File: src/rtl/operand_decode_regs.vh
/*
 * constants for the two-address operand decode: operation codes, role codes,
 * field widths and the decode latency.
 * assumes decimal digits carried as 4-bit BCD and five-digit addresses.
 */
`ifndef OPERAND_DECODE_REGS_VH
`define OPERAND_DECODE_REGS_VH

// ----------------------------------------------------------------------------
// widths
// ----------------------------------------------------------------------------
`define OPD_DIGIT_W        4
`define OPD_ADDR_DIGITS    5
`define OPD_ADDR_W         20
`define OPD_ROLE_W         4
`define OPD_KIND_W         4

// ----------------------------------------------------------------------------
// operation codes (two BCD digits)
// ----------------------------------------------------------------------------
`define OP_FLOAT_ADD       8'h01
`define OP_FLOAT_SUB       8'h02
`define OP_FLOAT_MUL       8'h03
`define OP_FLOAT_SHL       8'h05
`define OP_FLOAT_XMIT      8'h06
`define OP_FLOAT_BXMIT     8'h07
`define OP_FLOAT_SHR       8'h08
`define OP_FLOAT_DIV       8'h09
`define OP_ADD_IMM         8'h11
`define OP_SUB_IMM         8'h12
`define OP_MUL_IMM         8'h13
`define OP_CMP_IMM         8'h14
`define OP_XDIG_IMM        8'h15
`define OP_XFLD_IMM        8'h16
`define OP_BXMIT_IMM       8'h17
`define OP_ADD_DIR         8'h21
`define OP_SUB_DIR         8'h22
`define OP_MUL_DIR         8'h23
`define OP_CMP_DIR         8'h24
`define OP_XDIG_DIR        8'h25
`define OP_XFLD_DIR        8'h26
`define OP_BXMIT_DIR       8'h27

// ----------------------------------------------------------------------------
// operand role codes (what a resolved position means)
// ----------------------------------------------------------------------------
`define ROLE_NONE          4'h0
`define ROLE_EXP_UNITS_DST 4'h1
`define ROLE_EXP_UNITS_SRC 4'h2
`define ROLE_HIGH_ORDER    4'h3
`define ROLE_FIELD_UNITS   4'h4
`define ROLE_FIELD_DST     4'h5
`define ROLE_FIELD_SRC     4'h6
`define ROLE_DIGIT_DST     4'h7
`define ROLE_DIGIT_SRC     4'h8
`define ROLE_BRANCH_TARGET 4'h9
`define ROLE_IMM_UNITS     4'hA

// ----------------------------------------------------------------------------
// operation kinds handed to the datapath
// ----------------------------------------------------------------------------
`define KIND_NONE          4'h0
`define KIND_ADD           4'h1
`define KIND_SUB           4'h2
`define KIND_MUL           4'h3
`define KIND_DIV           4'h4
`define KIND_SHL           4'h5
`define KIND_SHR           4'h6
`define KIND_XMIT          4'h7
`define KIND_BXMIT         4'h8
`define KIND_CMP           4'h9
`define KIND_XDIG          4'hA

// ----------------------------------------------------------------------------
// timing
// ----------------------------------------------------------------------------
`define OPD_LATENCY        2

`endif

File: src/rtl/bcd_decrement.v
/*
 * five-digit BCD decrement by one, registered.
 * assumes every digit of the input is a valid BCD digit; 00000 wraps to 99999.
 */
`timescale 1ns/10ps
`include "operand_decode_regs.vh"

module bcd_decrement #(
	parameter DIGITS = `OPD_ADDR_DIGITS
) (
	// clock and reset
	input  wire                clk_in,
	input  wire                reset_in,
	// value
	input  wire [DIGITS*4-1:0] value_in,
	output reg  [DIGITS*4-1:0] result_out
);

	// ------------------------------------------------------------------------
	// ripple borrow through the digits
	// ------------------------------------------------------------------------
	reg [DIGITS*4-1:0] next_result;
	reg                borrow;
	integer            i;

	always @* begin
		next_result = {DIGITS*4{1'b0}};
		borrow = 1'b1;
		for (i = 0; i < DIGITS; i = i + 1) begin
			if (borrow && value_in[i*4 +: 4] == 4'h0) begin
				next_result[i*4 +: 4] = 4'h9;
			end else if (borrow) begin
				next_result[i*4 +: 4] = value_in[i*4 +: 4] - 4'h1;
				borrow = 1'b0;
			end else begin
				next_result[i*4 +: 4] = value_in[i*4 +: 4];
			end
		end
	end

	always @(posedge clk_in) begin
		if (reset_in) begin
			result_out <= {DIGITS*4{1'b0}};
		end else begin
			result_out <= next_result;
		end
	end

endmodule

File: src/rtl/operand_role_table.v
/*
 * registered table from operation code to the roles of the two address
 * fields and the kind of operation.
 * assumes the opcode arrives as two BCD digits; codes not in the table
 * come out as no roles and not valid.
 */
`timescale 1ns/10ps
`include "operand_decode_regs.vh"

module operand_role_table (
	// clock and reset
	input  wire        clk_in,
	input  wire        reset_in,
	// lookup
	input  wire [7:0]  opcode_in,
	output reg  [3:0]  first_role_out,
	output reg  [3:0]  second_role_out,
	output reg  [3:0]  kind_out,
	output reg         immediate_out,
	output reg         floating_out,
	output reg         known_out
);

	reg [3:0] next_first;
	reg [3:0] next_second;
	reg [3:0] next_kind;
	reg       next_imm;
	reg       next_float;
	reg       next_known;

	// ------------------------------------------------------------------------
	// table
	// ------------------------------------------------------------------------
	always @* begin
		next_first  = `ROLE_NONE;
		next_second = `ROLE_NONE;
		next_kind   = `KIND_NONE;
		next_imm    = 1'b0;
		next_float  = 1'b0;
		next_known  = 1'b1;
		case (opcode_in)
		`OP_FLOAT_ADD: begin
			next_first  = `ROLE_EXP_UNITS_DST;
			next_second = `ROLE_EXP_UNITS_SRC;
			next_kind   = `KIND_ADD;
			next_float  = 1'b1;
		end
		`OP_FLOAT_SUB: begin
			next_first  = `ROLE_EXP_UNITS_DST;
			next_second = `ROLE_EXP_UNITS_SRC;
			next_kind   = `KIND_SUB;
			next_float  = 1'b1;
		end
		`OP_FLOAT_MUL: begin
			next_first  = `ROLE_EXP_UNITS_DST;
			next_second = `ROLE_EXP_UNITS_SRC;
			next_kind   = `KIND_MUL;
			next_float  = 1'b1;
		end
		`OP_FLOAT_SHL: begin
			next_first  = `ROLE_HIGH_ORDER;
			next_second = `ROLE_FIELD_SRC;
			next_kind   = `KIND_SHL;
			next_float  = 1'b1;
		end
		`OP_FLOAT_XMIT: begin
			next_first  = `ROLE_EXP_UNITS_DST;
			next_second = `ROLE_EXP_UNITS_SRC;
			next_kind   = `KIND_XMIT;
			next_float  = 1'b1;
		end
		`OP_FLOAT_BXMIT: begin
			next_first  = `ROLE_BRANCH_TARGET;
			next_second = `ROLE_EXP_UNITS_SRC;
			next_kind   = `KIND_BXMIT;
			next_float  = 1'b1;
		end
		`OP_FLOAT_SHR: begin
			next_first  = `ROLE_FIELD_SRC;
			next_second = `ROLE_FIELD_DST;
			next_kind   = `KIND_SHR;
			next_float  = 1'b1;
		end
		`OP_FLOAT_DIV: begin
			next_first  = `ROLE_EXP_UNITS_DST;
			next_second = `ROLE_EXP_UNITS_SRC;
			next_kind   = `KIND_DIV;
			next_float  = 1'b1;
		end
		`OP_ADD_IMM, `OP_ADD_DIR: begin
			next_first  = `ROLE_FIELD_DST;
			next_second = `ROLE_FIELD_SRC;
			next_kind   = `KIND_ADD;
			next_imm    = (opcode_in == `OP_ADD_IMM);
		end
		`OP_SUB_IMM, `OP_SUB_DIR: begin
			next_first  = `ROLE_FIELD_DST;
			next_second = `ROLE_FIELD_SRC;
			next_kind   = `KIND_SUB;
			next_imm    = (opcode_in == `OP_SUB_IMM);
		end
		`OP_MUL_IMM, `OP_MUL_DIR: begin
			// product goes to the product area, so first is only a source
			next_first  = `ROLE_FIELD_UNITS;
			next_second = `ROLE_FIELD_SRC;
			next_kind   = `KIND_MUL;
			next_imm    = (opcode_in == `OP_MUL_IMM);
		end
		`OP_CMP_IMM, `OP_CMP_DIR: begin
			next_first  = `ROLE_FIELD_UNITS;
			next_second = `ROLE_FIELD_UNITS;
			next_kind   = `KIND_CMP;
			next_imm    = (opcode_in == `OP_CMP_IMM);
		end
		`OP_XDIG_IMM, `OP_XDIG_DIR: begin
			next_first  = `ROLE_DIGIT_DST;
			next_second = `ROLE_DIGIT_SRC;
			next_kind   = `KIND_XDIG;
			next_imm    = (opcode_in == `OP_XDIG_IMM);
		end
		`OP_XFLD_IMM, `OP_XFLD_DIR: begin
			next_first  = `ROLE_FIELD_DST;
			next_second = `ROLE_FIELD_SRC;
			next_kind   = `KIND_XMIT;
			next_imm    = (opcode_in == `OP_XFLD_IMM);
		end
		`OP_BXMIT_IMM, `OP_BXMIT_DIR: begin
			next_first  = `ROLE_BRANCH_TARGET;
			next_second = `ROLE_FIELD_SRC;
			next_kind   = `KIND_BXMIT;
			next_imm    = (opcode_in == `OP_BXMIT_IMM);
		end
		default: begin
			next_known  = 1'b0;
		end
		endcase
		if (next_imm) begin
			next_second = `ROLE_IMM_UNITS;
		end
	end

	always @(posedge clk_in) begin
		if (reset_in) begin
			first_role_out  <= `ROLE_NONE;
			second_role_out <= `ROLE_NONE;
			kind_out        <= `KIND_NONE;
			immediate_out   <= 1'b0;
			floating_out    <= 1'b0;
			known_out       <= 1'b0;
		end else begin
			first_role_out  <= next_first;
			second_role_out <= next_second;
			kind_out        <= next_kind;
			immediate_out   <= next_imm;
			floating_out    <= next_float;
			known_out       <= next_known;
		end
	end

endmodule

File: src/rtl/two_address_operand_decode.v
/*
 * operand role decode for operation codes 01 to 27 of a decimal two-address
 * instruction set: for each code it resolves what the first and second
 * address fields designate and hands the positions to the datapath.
 * assumes the fetch path gives one instruction per decode_valid_in pulse,
 * opcode as two BCD digits and addresses as five BCD digits, on clk_in.
 */
// What this block does
// - floating add: first augend/result exp, second addend exp
// - floating subtract: first minuend/result, second subtrahend exponent
// - floating multiply: first multiplicand/product, second multiplier
// - float shift left: first high-order result, second source
// - transmit floating: first destination exp, second source exp
// - branch transmit floating: store at first minus one
// - float shift right: first source units, second result
// - floating divide: first dividend/quotient, second divisor exponent
// - add: immediate uses last digit, else second address
// - subtract: immediate uses last digit, else second address
// - multiply: immediate uses last digit, else second address
// - compare first field with immediate or addressed field
// - transmit digit: one digit to first address
// - transmit field: destination units at first address
// - branch transmit: first handled like floating form
`timescale 1ns/10ps
`include "operand_decode_regs.vh"

module two_address_operand_decode #(
	parameter ADDR_W = `OPD_ADDR_W
) (
	// clock and reset
	input  wire              clk_in,
	input  wire              reset_in,
	// from instruction fetch
	input  wire              decode_valid_in,
	input  wire [7:0]        opcode_in,
	input  wire [ADDR_W-1:0] first_addr_in,
	input  wire [ADDR_W-1:0] second_addr_in,
	// to execution datapath
	output reg               result_valid_out,
	output reg               unknown_op_out,
	output reg  [3:0]        kind_out,
	output reg               floating_out,
	output reg               immediate_out,
	output reg  [3:0]        first_role_out,
	output reg  [3:0]        second_role_out,
	output reg  [ADDR_W-1:0] dest_addr_out,
	output reg  [ADDR_W-1:0] source_addr_out,
	output reg  [3:0]        immediate_units_digit_out,
	output reg               branch_out,
	output reg  [ADDR_W-1:0] branch_target_out
);

	// ------------------------------------------------------------------------
	// stage one: capture the instruction, look up roles, form first minus one
	// ------------------------------------------------------------------------
	reg              stage_valid;
	reg [ADDR_W-1:0] stage_first;
	reg [ADDR_W-1:0] stage_second;
	wire [3:0]       tbl_first;
	wire [3:0]       tbl_second;
	wire [3:0]       tbl_kind;
	wire             tbl_imm;
	wire             tbl_float;
	wire             tbl_known;
	wire [ADDR_W-1:0] first_less_one;

	always @(posedge clk_in) begin
		if (reset_in) begin
			stage_valid  <= 1'b0;
			stage_first  <= {ADDR_W{1'b0}};
			stage_second <= {ADDR_W{1'b0}};
		end else begin
			stage_valid  <= decode_valid_in;
			stage_first  <= first_addr_in;
			stage_second <= second_addr_in;
		end
	end

	operand_role_table u_table (
		.clk_in          (clk_in),
		.reset_in        (reset_in),
		.opcode_in       (opcode_in),
		.first_role_out  (tbl_first),
		.second_role_out (tbl_second),
		.kind_out        (tbl_kind),
		.immediate_out   (tbl_imm),
		.floating_out    (tbl_float),
		.known_out       (tbl_known)
	);

	// the store point of a branch-and-transmit sits one digit below its target
	bcd_decrement #(
		.DIGITS (ADDR_W/4)
	) u_dec (
		.clk_in     (clk_in),
		.reset_in   (reset_in),
		.value_in   (first_addr_in),
		.result_out (first_less_one)
	);

	// ------------------------------------------------------------------------
	// stage two: steer the addresses by role
	// ------------------------------------------------------------------------
	reg [ADDR_W-1:0] next_dest;
	reg [ADDR_W-1:0] next_source;
	reg              next_branch;
	reg [ADDR_W-1:0] next_target;

	always @* begin
		next_dest   = stage_first;
		next_source = stage_second;
		next_branch = 1'b0;
		next_target = {ADDR_W{1'b0}};
		if (tbl_first == `ROLE_BRANCH_TARGET) begin
			next_dest   = first_less_one;
			next_branch = 1'b1;
			next_target = stage_first;
		end
		if (tbl_first == `ROLE_FIELD_SRC) begin
			// shift right reads at first and writes at second
			next_dest   = stage_second;
			next_source = stage_first;
		end
		if (tbl_imm) begin
			// no storage read: operand sits in the instruction itself
			next_source = {ADDR_W{1'b0}};
		end
		if (!tbl_known) begin
			next_dest   = {ADDR_W{1'b0}};
			next_source = {ADDR_W{1'b0}};
		end
	end

	always @(posedge clk_in) begin
		if (reset_in) begin
			result_valid_out          <= 1'b0;
			unknown_op_out            <= 1'b0;
			kind_out                  <= `KIND_NONE;
			floating_out              <= 1'b0;
			immediate_out             <= 1'b0;
			first_role_out            <= `ROLE_NONE;
			second_role_out           <= `ROLE_NONE;
			dest_addr_out             <= {ADDR_W{1'b0}};
			source_addr_out           <= {ADDR_W{1'b0}};
			immediate_units_digit_out <= 4'h0;
			branch_out                <= 1'b0;
			branch_target_out         <= {ADDR_W{1'b0}};
		end else begin
			result_valid_out          <= stage_valid;
			unknown_op_out            <= stage_valid & ~tbl_known;
			kind_out                  <= tbl_kind;
			floating_out              <= tbl_float;
			immediate_out             <= tbl_imm;
			first_role_out            <= tbl_first;
			second_role_out           <= tbl_second;
			dest_addr_out             <= next_dest;
			source_addr_out           <= next_source;
			// last digit of the second field is the immediate operand's units
			immediate_units_digit_out <= tbl_imm ? stage_second[3:0] : 4'h0;
			branch_out                <= stage_valid & next_branch;
			branch_target_out         <= next_target;
		end
	end

endmodule

File: config.mk
export PLATFORM = sky130hd
export DESIGN_NAME = two_address_operand_decode
export DESIGN_NICKNAME = d
export VERILOG_FILES = /design/src/rtl/bcd_decrement.v /design/src/rtl/operand_role_table.v /design/src/rtl/two_address_operand_decode.v
export VERILOG_INCLUDE_DIRS = /design/src /design/src/rtl
export SDC_FILE = /design/constraint.sdc
export NUM_CORES = 1
export LEC_CHECK = 0
export BUFFER_PORTS_ARGS = -buffer_cell sky130_fd_sc_hd__buf_2
export CAP_MARGIN = 5
export CORE_MARGIN = 3
export CORE_UTILIZATION = 34
export CTS_CLUSTER_SIZE = 30
export DETAILED_ROUTE_END_ITERATION = 8
export REMOVE_ABC_BUFFERS = 1
export SLEW_MARGIN = 15
export SYNTH_ARGS = -nofsm -noshare
export SYNTH_HDL_FRONTEND = slang
export SYNTH_SLANG_ARGS = --single-unit
File: constraint.sdc
create_clock -name clk_in -period 2.9 [get_ports clk_in]
set_input_delay 0.435 -clock clk_in [delete_from_list [all_inputs] [get_ports clk_in]]
set_output_delay 0.435 -clock clk_in [all_outputs]
set_load 0.005 [all_outputs]
* Word level (Yosys, flattened, before mapping)
Index checks and enable logic that the tools add are counted.
** Operators by class
- Multiplexer cells :: 24
- Div/mod/pow operators :: 0
- Equal/unequal tests :: 24
- Magnitude comparators :: 0
- Bitwise gates (word level) :: 5
- Shift operators :: 0
- Multipliers :: 0
- Reduce and logical (&&, ||, !) cells :: 38
- Add/subtract/negate cells :: 5
** Operators with widths (count)
- $mux 20 :: 3
- $eq 8x5->1 const B :: 7
- $eq 8x6->1 const B :: 7
- $mux 4 :: 10
- $pmux 4 s10 :: 1
- $reduce_or 2->1 :: 16
- $pmux 4 s7 :: 1
- $eq 8x3->1 const B :: 3
- $reduce_or 22->1 :: 1
- $logic_not 4->1 :: 5
- $pmux 4 s5 :: 1
- $sub 4x1->4 const B :: 5
- $reduce_or 3->1 :: 6
- $eq 8x2->1 const B :: 2
- $eq 8x4->1 const B :: 2
- $reduce_or 6->1 :: 2
- $reduce_or 11->1 :: 1
- $eq 8x1->1 const B :: 1
- $reduce_or 8->1 :: 1
- $mux 1 :: 7
- $pmux 1 s7 :: 1
- $reduce_or 5->1 :: 1
- $eq 4x3->1 const B :: 1
- $eq 4x4->1 const B :: 1
- other kinds (4) :: 10
** Word-level totals
- RAM bits :: 0
- Memory bits (read-only) :: 0
- Register bits :: 157
- Logic and storage cells :: 124
- Memories kept :: 0
- Output and inout bits :: 81
- Latch bits :: 0

* Longest topological paths before layout
Gate-level depths: netlist of the first run.
- Depth in word-level cells :: 10
- Mapped depth :: 8
- Depth with buffers taken out :: 7

* By module
A second synthesis of the first run with hierarchy kept.
** Second synthesis, totals
- Cell total of the unflattened synthesis :: 601
- Area, all modules :: 5761.8 µm²
** Modules (own cells, without submodules)
- two_address_operand_decode :: sequential area each 2442.3 µm², times used 1, cells an instance 377, area each 3813.7 µm²
- bcd_decrement :: sequential area each 400.4 µm², times used 1, cells an instance 119, area each 1063.5 µm²
- operand_role_table :: sequential area each 300.3 µm², times used 1, cells an instance 105, area each 884.6 µm²

* Worst setup path after synthesis of the first run
OpenSTA, ideal clock, no wires.
- Path type :: input port to flip-flop
- Start :: in first_addr_in[0]
- End :: reg u_dec.result_out[18]
- Cell stages on the path :: 8
- Buffers on the path :: 1
- Path slack :: 0.689 ns
- Arrival :: 2.145 ns
- Setup time :: 0.066 ns
- Path through :: inv_1 -> ha_1 -> or3b_1 -> buf_6 -> nor4_4 -> nand2_2 -> or3_1 -> a21oi_2
** On the way
- Word-level cells in the longest chain between the ends :: 10
** Ends and longest elaborated chain
- start: declaration :: line two_address_operand_decode.v:36 : input wire [ADDR_W-1:0] first_addr_in,
- $logic_not 4->1 * :: line bcd_decrement.v:30 : if (borrow && value_in[i*4 +: 4] == 4'h0) begin
- $mux 1 * :: line bcd_decrement.v:30
- $logic_and 1x1->1 :: line bcd_decrement.v:30
- $mux 1 * :: line bcd_decrement.v:30
- $logic_and 1x1->1 :: line bcd_decrement.v:30
- $mux 1 * :: line bcd_decrement.v:30
- $logic_and 1x1->1 :: line bcd_decrement.v:30
- $mux 1 * :: line bcd_decrement.v:30
- $logic_and 1x1->1 :: line bcd_decrement.v:30
- $reduce_or 2->1 (no line)
- end signal: assignment :: line bcd_decrement.v:43 : result_out <= {DIGITS*4{1'b0}};
- end signal: assignment :: line bcd_decrement.v:45 : result_out <= next_result;
- end: declaration :: line bcd_decrement.v:16 : output reg [DIGITS*4-1:0] result_out
Mark *: on every way between the ends. The rest lies on a longest branch, timed or not.
A chain may end at the register's enable or synchronous reset.

* Worst setup path in the final report of the first run
- Start :: in first_addr_in[0]
- End :: reg u_dec.result_out[13]
** On the way
- Word-level cells in the longest chain between the ends :: 8
** Ends and longest elaborated chain (line)
- $logic_not 4->1 * :: bcd_decrement.v:30
- $mux 1 * :: bcd_decrement.v:30
- $logic_and 1x1->1 :: bcd_decrement.v:30
- $mux 1 * :: bcd_decrement.v:30
- $logic_and 1x1->1 :: bcd_decrement.v:30
- $mux 1 * :: bcd_decrement.v:30
- $logic_and 1x1->1 :: bcd_decrement.v:30
- $reduce_or 2->1 (no line)
Marks and branches as above.

==> results.yml, run 1 <==
status:
  status: "finished clean"
place:
  pre_cts_ws_ps: 439
  gp_congestion: 0.813
  dp.cells: 892
  dp_hpwl_um: 9150
  numPortBuffers: 131
  placed_cell_area_mm2: 0.00646
power_and_ir_drop:
  swShare_pct: 20.7
  ir_worst_vdd_v: 0.000399
  combPwrFrac_pct: 4.4
  p_switching_mw: 1.00
  power_frac_seq_pct: 46.3
  pwr-share-clk_pct: 49.2
  p_leak_nw: 3.05
  p_per_area_mw_per_mm2: 680
  p_int_mw: 3.83
sta:
  slew_headroom_pct: 39.2
  fin_crit_sh_pct: 73.9
  fin_crit_ps: 2140
  rsz0062_at_grt: "no"
  drv_slew: 0
  setup_viol: 0
  worst_hold_slack_ps: 226
  worst_slew_pin_slew_ps: 910
  final_hold_viol_count: 0
  setup_slack_ps: 757
  fmax_ghz: 0.467
  finClkSkew_ps: 4.36
die:
  initial_core_util_pct: 35.0
  core_mm2: 0.0159
  chipWidth_um: 134
  die_h_um: 134
  ios: 132
  dieArea_mm2: 0.0180
  rows: 46
routing:
  drt_iter0_markers: 277
  drc_errors: 0
  antenna_left: 0
  totalWireLength_um: 13800
  avgRoutedWirePerCell_um: 14.9
  drtPass1Iterations: 4
  viasPerCell: 4.68
  vias: 4322
clock_network:
  cts_tree: "built"
  cts-root-buf: "clkbuf_16"
  clk_path_buf_depth: 2
  path_clk_slew_ps: 60
  h-tree-depth: 4
  hold_buffers: 0
  cts_made_buffers: 17
  clock_latency_ps: 420
  cts.repair.resized: 0
  cts_setup_buffers: 0
  clkSinkCount: 157
setup_path:
  reg2reg_slack_ps: 1010
  reg2reg_to: "branch_target_out[10]"
  reg2regPathDepth: 5
  crit_type: "primary input to register"
  path_max_fanout: 10
  crit_required_ps: 3170
  start_kind: "primary input"
  worstSetupEndpointType: "register"
  crit_start: "first_addr_in[0]"
  crit_arrival_ps: 2420
  r2r_start: "u_table.first_role_out[3]"
  worstSetupEndpoint: "u_dec.result_out[13]"
synthesis:
  synth-edff-count: 0
  synth_flop_cell: "dfxtp_1"
  yosysMostFrequentCell: "dfxtp_1"
  yosysSeqAreaShare_pct: 56.3
  ys_seq_elements: 157
  synth_cell_type_count: 54
  yosys.area.top_type: "dfxtp_1"
  synthesis.area_mm2: 0.00558
  synth.top_cell.area_share_pct: 56.3
  synth.area.top_cells: "dfxtp_1 (56%), nor2b_1 (5.7%), mux2i_1 (3.9%)"
  synth_common_cells: "dfxtp_1 (157), nor2_1 (55), nand2_1 (53), nor2b_1 (51), a21oi_1 (39)"
  ys_warn_count: 0
  synthArstFlopShare_pct: 0
  synthCells: 572
  syn_area_per_cell_um2: 9.75
layout:
  layout.cells.non_filler: 924
  finish.utilization_pct: 44.5
  final_area_mm2: 0.00710
  drive_above_1_share_pct: 26.9
  synthToLayoutAreaGrowth_pct: 27.3
  finalNetCount: 755
grt:
  grt_pass1_wl_um: 22200
  grt_overflow: 0
  grt_max_degree: 61
  grt_pass1_vias: 4341
  grt_use_total_pct: 15.8
  antenna_found_initial: 2
job:
  maxCapViolations: 0
hold_path:
  hold_class: "primary input to register"
## layout by cell type, fill, tap and decap left out, drive strengths merged, types with 21 or more instances in the layout
| cell | n |
|---|---|
| mux2i | 22 |
| dfxtp | 157 |
| buf | 139 |
| nor2 | 56 |
| and2 | 26 |
| nand2 | 54 |
| a211oi | 22 |
| clkbuf | 21 |
| nor2b | 51 |
| a21oi | 40 |
## flip-flops by register name, indices dropped and copies added (netlist names), 4 cells and up
register / flops
branch_target_out: 20
dest_addr_out: 20
source_addr_out: 20
stage_first: 20
stage_second: 20
u_dec.result_out: 20
first_role_out: 4
immediate_units_digit_out: 4
kind_out: 4
second_role_out: 4
u_table.first_role_out: 4
u_table.kind_out: 4
u_table.second_role_out: 4
## per-stage QoR
step | total power [mW] | setup TNS (ps)
6_report | 4.83 | 0
5_1_grt | 5.00 | 0
4_1_cts | 4.88 | 0
3_5_place_dp | 2.50 | 0
3_3_place_gp | 2.49 | 0
2_1_floorplan | 2.38 | -45820
## critical path, cell delays in order
cell	delay (ps)
buf_2	120
inv_1	70
ha_1	220
or3b_1	590
nor3_1	500
nor2_1	70
a2111oi_0	410
## metal layers
| layer | GRT usage (%) | up-vias | part of all wire [%] |
|---|---|---|---|
| met5 | 0 | - | 0.051 |
| met4 | 5.26 | 2 | 1.2 |
| met3 | 5.33 | 15 | 5.9 |
| met2 | 25.7 | 113 | 48 |
| met1 | 19.9 | 2030 | 45 |
| li1 | - | 2162 | - |
## kinds of logic (layout without fill, tap and decap cells)
| group | Yosys count | in the layout | share of synthesized area (%) |
|---|---|---|---|
| AND/OR/NAND/NOR | 241 | 241 | 22.7 |
| flip-flops | 157 | 157 | 56.3 |
| AO/OA/AOI/OAI | 88 | 88 | 10.3 |
| buffers and inverters | 50 | 185 | 3.84 |
| multiplexers | 22 | 22 | 3.95 |
| adder cells (fa/ha/maj) | 9 | 9 | 2.02 |
| XOR/XNOR | 5 | 5 | 0.785 |
| other | 0 | 1 | 0 |
## final cells by class
cell class | instances | area (um^2)
diodes | 1 | 2.50
clock buffers | 21 | 480
clock inverters | 10 | 161
fillers | 1539 | 8840
inverters | 15 | 56.3
multi-input cells | 365 | 2270
flip-flops and latches | 157 | 3140
well taps | 216 | 270
repair buffers | 139 | 718
## worst min-delay path by stage
stage | cells after the start | to | from
floorplan | 1 | unknown_op_out | u_table.known_out
global placement | 1 | unknown_op_out | u_table.known_out
detailed placement | 1 | unknown_op_out | u_table.known_out
CTS | 2 | stage_second[19] | second_addr_in[19]
global route | 2 | stage_second[19] | second_addr_in[19]
finish | 2 | stage_valid | decode_valid_in
## power by group through the flow
| stage | Sequential [mW] | Clock (mW) | Combinational (mW) |
|---|---|---|---|
| finish | 2.24 | 2.38 | 0.213 |
| global route | 2.24 | 2.51 | 0.243 |
| CTS | 2.24 | 2.43 | 0.215 |
| detailed placement | 2.28 | 0 | 0.212 |
| global placement | 2.28 | 0 | 0.208 |
| floorplan | 2.28 | 0 | 0.105 |
(Power assumes the default switching activity.)
==> run 2: changes to the inputs <==
==> constraint.sdc (replaced) <==
create_clock -name clk_in -period 1.8 [get_ports clk_in]
set_input_delay 0.27 -clock clk_in [delete_from_list [all_inputs] [get_ports clk_in]]
set_output_delay 0.27 -clock clk_in [all_outputs]
set_load 0.005 [all_outputs]
==> results.yml, run 2 (same netlist as run 1, synthesis figures left out) <==
hold_path:
  worstHoldPathCells: 2
  worstHoldStart: "second_addr_in[19]"
  hold_class: "primary input to register"
  hold_path_end: "stage_second[19]"
sta:
  fmax_ghz: 0.604
  finClkSkew_ps: 10.7
  finalSetupTns_ps: 0
  slew_headroom_pct: 62.3
  worst_slew_pin_slew_ps: 565
  fin_crit_sh_pct: 92.0
  setup_slack_ps: 143
  fin_crit_ps: 1660
  drv_slew: 0
  setup_viol: 0
  rsz0062_at_grt: "no"
  final_hold_viol_count: 0
die:
  die_h_um: 134
  dieArea_mm2: 0.0180
  chipWidth_um: 134
  ios: 132
  initial_core_util_pct: 35.0
  core_mm2: 0.0159
  rows: 46
grt:
  grt_pass1_wl_um: 22700
  grt_overflow: 0
  grt_use_total_pct: 16.2
  antenna_found_initial: 0
  grt_max_degree: 42
  grt_pass1_vias: 4441
setup_path:
  crit_arrival_ps: 1970
  crit_required_ps: 2110
  reg2reg_to: "dest_addr_out[2]"
  reg2regPathDepth: 4
  crit_type: "primary input to register"
  worstSetupEndpointType: "register"
  r2r_start: "u_table.first_role_out[3]"
  reg2reg_slack_ps: 270
  path_max_fanout: 8
  start_kind: "primary input"
power_and_ir_drop:
  p_leak_nw: 3.30
  p_per_area_mw_per_mm2: 997
  swShare_pct: 22.1
  p_int_mw: 5.81
  ir_worst_vdd_v: 0.000658
  power_frac_seq_pct: 48.3
  pwr-share-clk_pct: 46.0
  p_switching_mw: 1.65
  total_power_mw: 7.46
  combPwrFrac_pct: 5.7
routing:
  drc_errors: 0
  drt_iter0_markers: 277
  antenna_left: 0
  viasPerCell: 4.57
  totalWireLength_um: 14200
  vias: 4469
  drtPass1Iterations: 4
  avgRoutedWirePerCell_um: 14.5
clock_network:
  cts_made_buffers: 17
  cts-root-buf: "clkbuf_16"
  clock_latency_ps: 420
  h-tree-depth: 4
  clkSinkCount: 157
  hold_buffers: 0
  cts_tree: "built"
  clk_path_buf_depth: 2
  path_clk_slew_ps: 60
  cts.repair.resized: 0
  cts_setup_buffers: 0
place:
  pre_cts_ws_ps: -374
  gp_congestion: 0.832
  placed_cell_area_mm2: 0.00691
  numPortBuffers: 131
  dp.cells: 947
  dp_hpwl_um: 10100
layout:
  layout_commonest_cell: "dfxtp_1"
  layout_common_cells: "dfxtp_1 (157), buf_2 (130), buf_4 (61)"
  layout.cells.non_filler: 978
  finalNetCount: 810
  final_area_mm2: 0.00748
  synthToLayoutAreaGrowth_pct: 34.1
  drive_above_1_share_pct: 32.2
  n_antenna_cell: 0
status:
  status: "finished clean"
job:
  maxCapViolations: 0
==> run 2: changes by cell type in the layout (fill, tap and decap cells not counted) <==
cell and delta:
buf_4 +52, buf_12 +3, bufinv_16 -3, inv_6 +2, clkbuf_1 +1, clkinv_2 +1, clkinv_4 -1, diode_2 -1
or3b_1 -1, or3b_4 +1
==> run 2: area by class of cell <==
cell class	count	area, um^2
clock buffers	22	484
clock inverters	9	85.1
fillers	1527	8460
inverters	15	56.3
multi-input cells	365	2270
flip-flops and latches	157	3140
well taps	216	270
repair buffers	194	1170
==> run 2: worst max path at each step <==
stage	to	slack (ps)	start
2_1_floorplan	branch_out	-2370	u_table.first_role_out[3]
3_3_place_gp	u_dec.result_out[7]	-290	first_addr_in[0]
3_5_place_dp	u_dec.result_out[7]	-370	first_addr_in[0]
4_1_cts	u_dec.result_out[7]	50	first_addr_in[0]
5_1_grt	u_dec.result_out[19]	30	first_addr_in[12]
6_report	u_dec.result_out[19]	140	first_addr_in[12]
==> run 2: layer usage <==
layer / GRT usage (%) / part of all wire (%) / wire (um) / up-vias
met4: 5.88 / 1.4 / 203 / 0
met2: 26.1 / 48 / 6780 / 109
met3: 4.39 / 5.3 / 760 / 15
met5: 0 / 0 / 0 / -
li1: - / - / - / 2270
met1: 21.0 / 46 / 6480 / 2075
==> run 2: power by group through the flow <==
stage	clock network, mW	logic, mW	registers, mW
detailed placement	0	0.424	3.68
CTS	3.51	0.427	3.60
global route	3.66	0.475	3.61
global placement	0	0.417	3.68
floorplan	0	0.170	3.67
finish	3.43	0.425	3.60
==> run 2: per-stage QoR <==
step	utilization, %	hold slack, ps
3_5_place_dp	43.3	433
5_1_grt	46.9	32.7
4_1_cts	46.9	37.9
3_3_place_gp	43.3	431
2_1_floorplan	-	332
6_report	46.9	57.9
==> run 2: worst max-delay path: stages <==
cell and delay (ps):
buf_2 110, inv_1 80, ha_1 170, or3b_2 480, nor4_4 320, buf_4 210, a21oi_1 60, a311oi_1 270
==> run 3: changes to the inputs <==
--- a/config.mk
+++ b/config.mk
@@ -12,6 +12,7 @@
 export CORE_UTILIZATION = 34
 export CTS_CLUSTER_SIZE = 30
 export DETAILED_ROUTE_END_ITERATION = 8
+export PLACE_DENSITY = 0.64
 export REMOVE_ABC_BUFFERS = 1
 export SLEW_MARGIN = 15
 export SYNTH_ARGS = -nofsm -noshare
==> results.yml, run 3 (same netlist as run 1, synthesis figures left out) <==
status:
  status: "finished clean"
routing:
  drt_iter0_markers: 183
  antenna_left: 0
  viasPerCell: 4.45
  drc_errors: 0
  drtPass1Iterations: 4
  vias: 4385
  avgRoutedWirePerCell_um: 14.0
  totalWireLength_um: 13700
place:
  numPortBuffers: 131
  pre_cts_ws_ps: -350
  dp_hpwl_um: 9770
  placed_cell_area_mm2: 0.00695
  gp_congestion: 0.866
  dp.cells: 953
power_and_ir_drop:
  ir_worst_vdd_v: 0.000624
  p_per_area_mw_per_mm2: 996
  total_power_mw: 7.51
  p_leak_nw: 3.32
layout:
  finalNetCount: 816
  finish.utilization_pct: 47.3
  final_area_mm2: 0.00754
  synthToLayoutAreaGrowth_pct: 35.1
  layout.cells.non_filler: 985
  layout_common_cells: "dfxtp_1 (157), buf_2 (130), buf_4 (67)"
  layout_commonest_cell: "dfxtp_1"
  drive_above_1_share_pct: 32.4
  n_antenna_cell: 0
  fillers: 1538
grt:
  grt_use_total_pct: 15.6
  grt_pass1_wl_um: 21800
  grt_max_degree: 49
  grt_overflow: 0
  grt_pass1_vias: 4283
  antenna_found_initial: 1
die:
  dieArea_mm2: 0.0180
  rows: 46
  die_h_um: 134
  chipWidth_um: 134
  ios: 132
  core_mm2: 0.0159
  initial_core_util_pct: 35.0
sta:
  fin_crit_ps: 1650
  drv_slew: 0
  final_hold_viol_count: 0
  fmax_ghz: 0.608
  slew_headroom_pct: 63.2
  finClkSkew_ps: 8.72
  finalSetupTns_ps: 0
  fin_crit_sh_pct: 91.4
  worst_slew_pin_slew_ps: 552
  worst_hold_slack_ps: 63.1
  setup_viol: 0
  rsz0062_at_grt: "no"
  setup_slack_ps: 155
setup_path:
  crit_arrival_ps: 1990
  path_max_fanout: 7
  crit_type: "primary input to register"
  crit_required_ps: 2150
  worstSetupEndpointType: "register"
  start_kind: "primary input"
clock_network:
  cts_tree: "built"
  path_clk_slew_ps: 60
  cts.repair.resized: 0
  cts_made_buffers: 17
  cts-root-buf: "clkbuf_16"
  h-tree-depth: 4
  clk_path_buf_depth: 2
  hold_buffers: 0
  cts_setup_buffers: 0
  clkSinkCount: 157
  clock_latency_ps: 420
job:
  maxCapViolations: 0
hold_path:
  hold_class: "primary input to register"
==> run 3: changes by cell type in the layout (fill, tap and decap cells not counted) <==
cell / previous run / this run
bufinv_16: 1 / 2
clkinvlp_4: 3 / 4
clkbuf_1: 1 / 4
clkbuf_8: 4 / 2
buf_4: 61 / 67
clkinv_2: 3 / 1
clkinv_4: 0 / 2
inv_6: 2 / 0
==> run 3: worst paths after layout <==
| path | from | end | slack (ps) | depth (start not counted) |
|---|---|---|---|---|
| min reg2reg | u_table.second_role_out[3] | second_role_out[3] | 450 | 1 |
| max reg2reg | u_table.first_role_out[3] | branch_target_out[1] | 200 | 5 |
| min | second_addr_in[9] | stage_second[9] | 60 | 2 |
| max | first_addr_in[0] | u_dec.result_out[7] | 150 | 7 |
==> run 3: critical path, cell delays in order <==
cell and delay (ps):
buf_2 110, inv_1 70, ha_1 170, or3b_4 440
buf_4 190, or4_2 600, a21oi_1 140
==> run 3: layer usage <==
metal / vias to the layer above / part of all wire (%) / GRT usage, % / routed length [um]
met5: - / 0.15 / 0 / 20
li1: 2287 / - / - / -
met1: 1983 / 45 / 19.7 / 6230
met4: 2 / 1.5 / 5.37 / 202
met2: 94 / 48 / 25.9 / 6570
met3: 19 / 5.3 / 4.46 / 722
==> run 3: power by group <==
part	total (mW)	internal [mW]	switching [mW]
clock	3.48	2.12	1.36
sequential	3.60	3.56	0.0414
combinational	0.428	0.214	0.215
total	7.51	5.89	1.62
==> run 3: cell type report <==
| cell class | count | area (um^2) | share of cell area, % |
|---|---|---|---|
| repair buffers | 200 | 1210 | 16.1 |
| clock inverters | 9 | 113 | 1.49 |
| clock buffers | 23 | 468 | 6.21 |
| well taps | 216 | 270 | 3.59 |
| multi-input cells | 365 | 2270 | 30.2 |
| inverters | 15 | 56.3 | 0.747 |
| flip-flops and latches | 157 | 3140 | 41.7 |
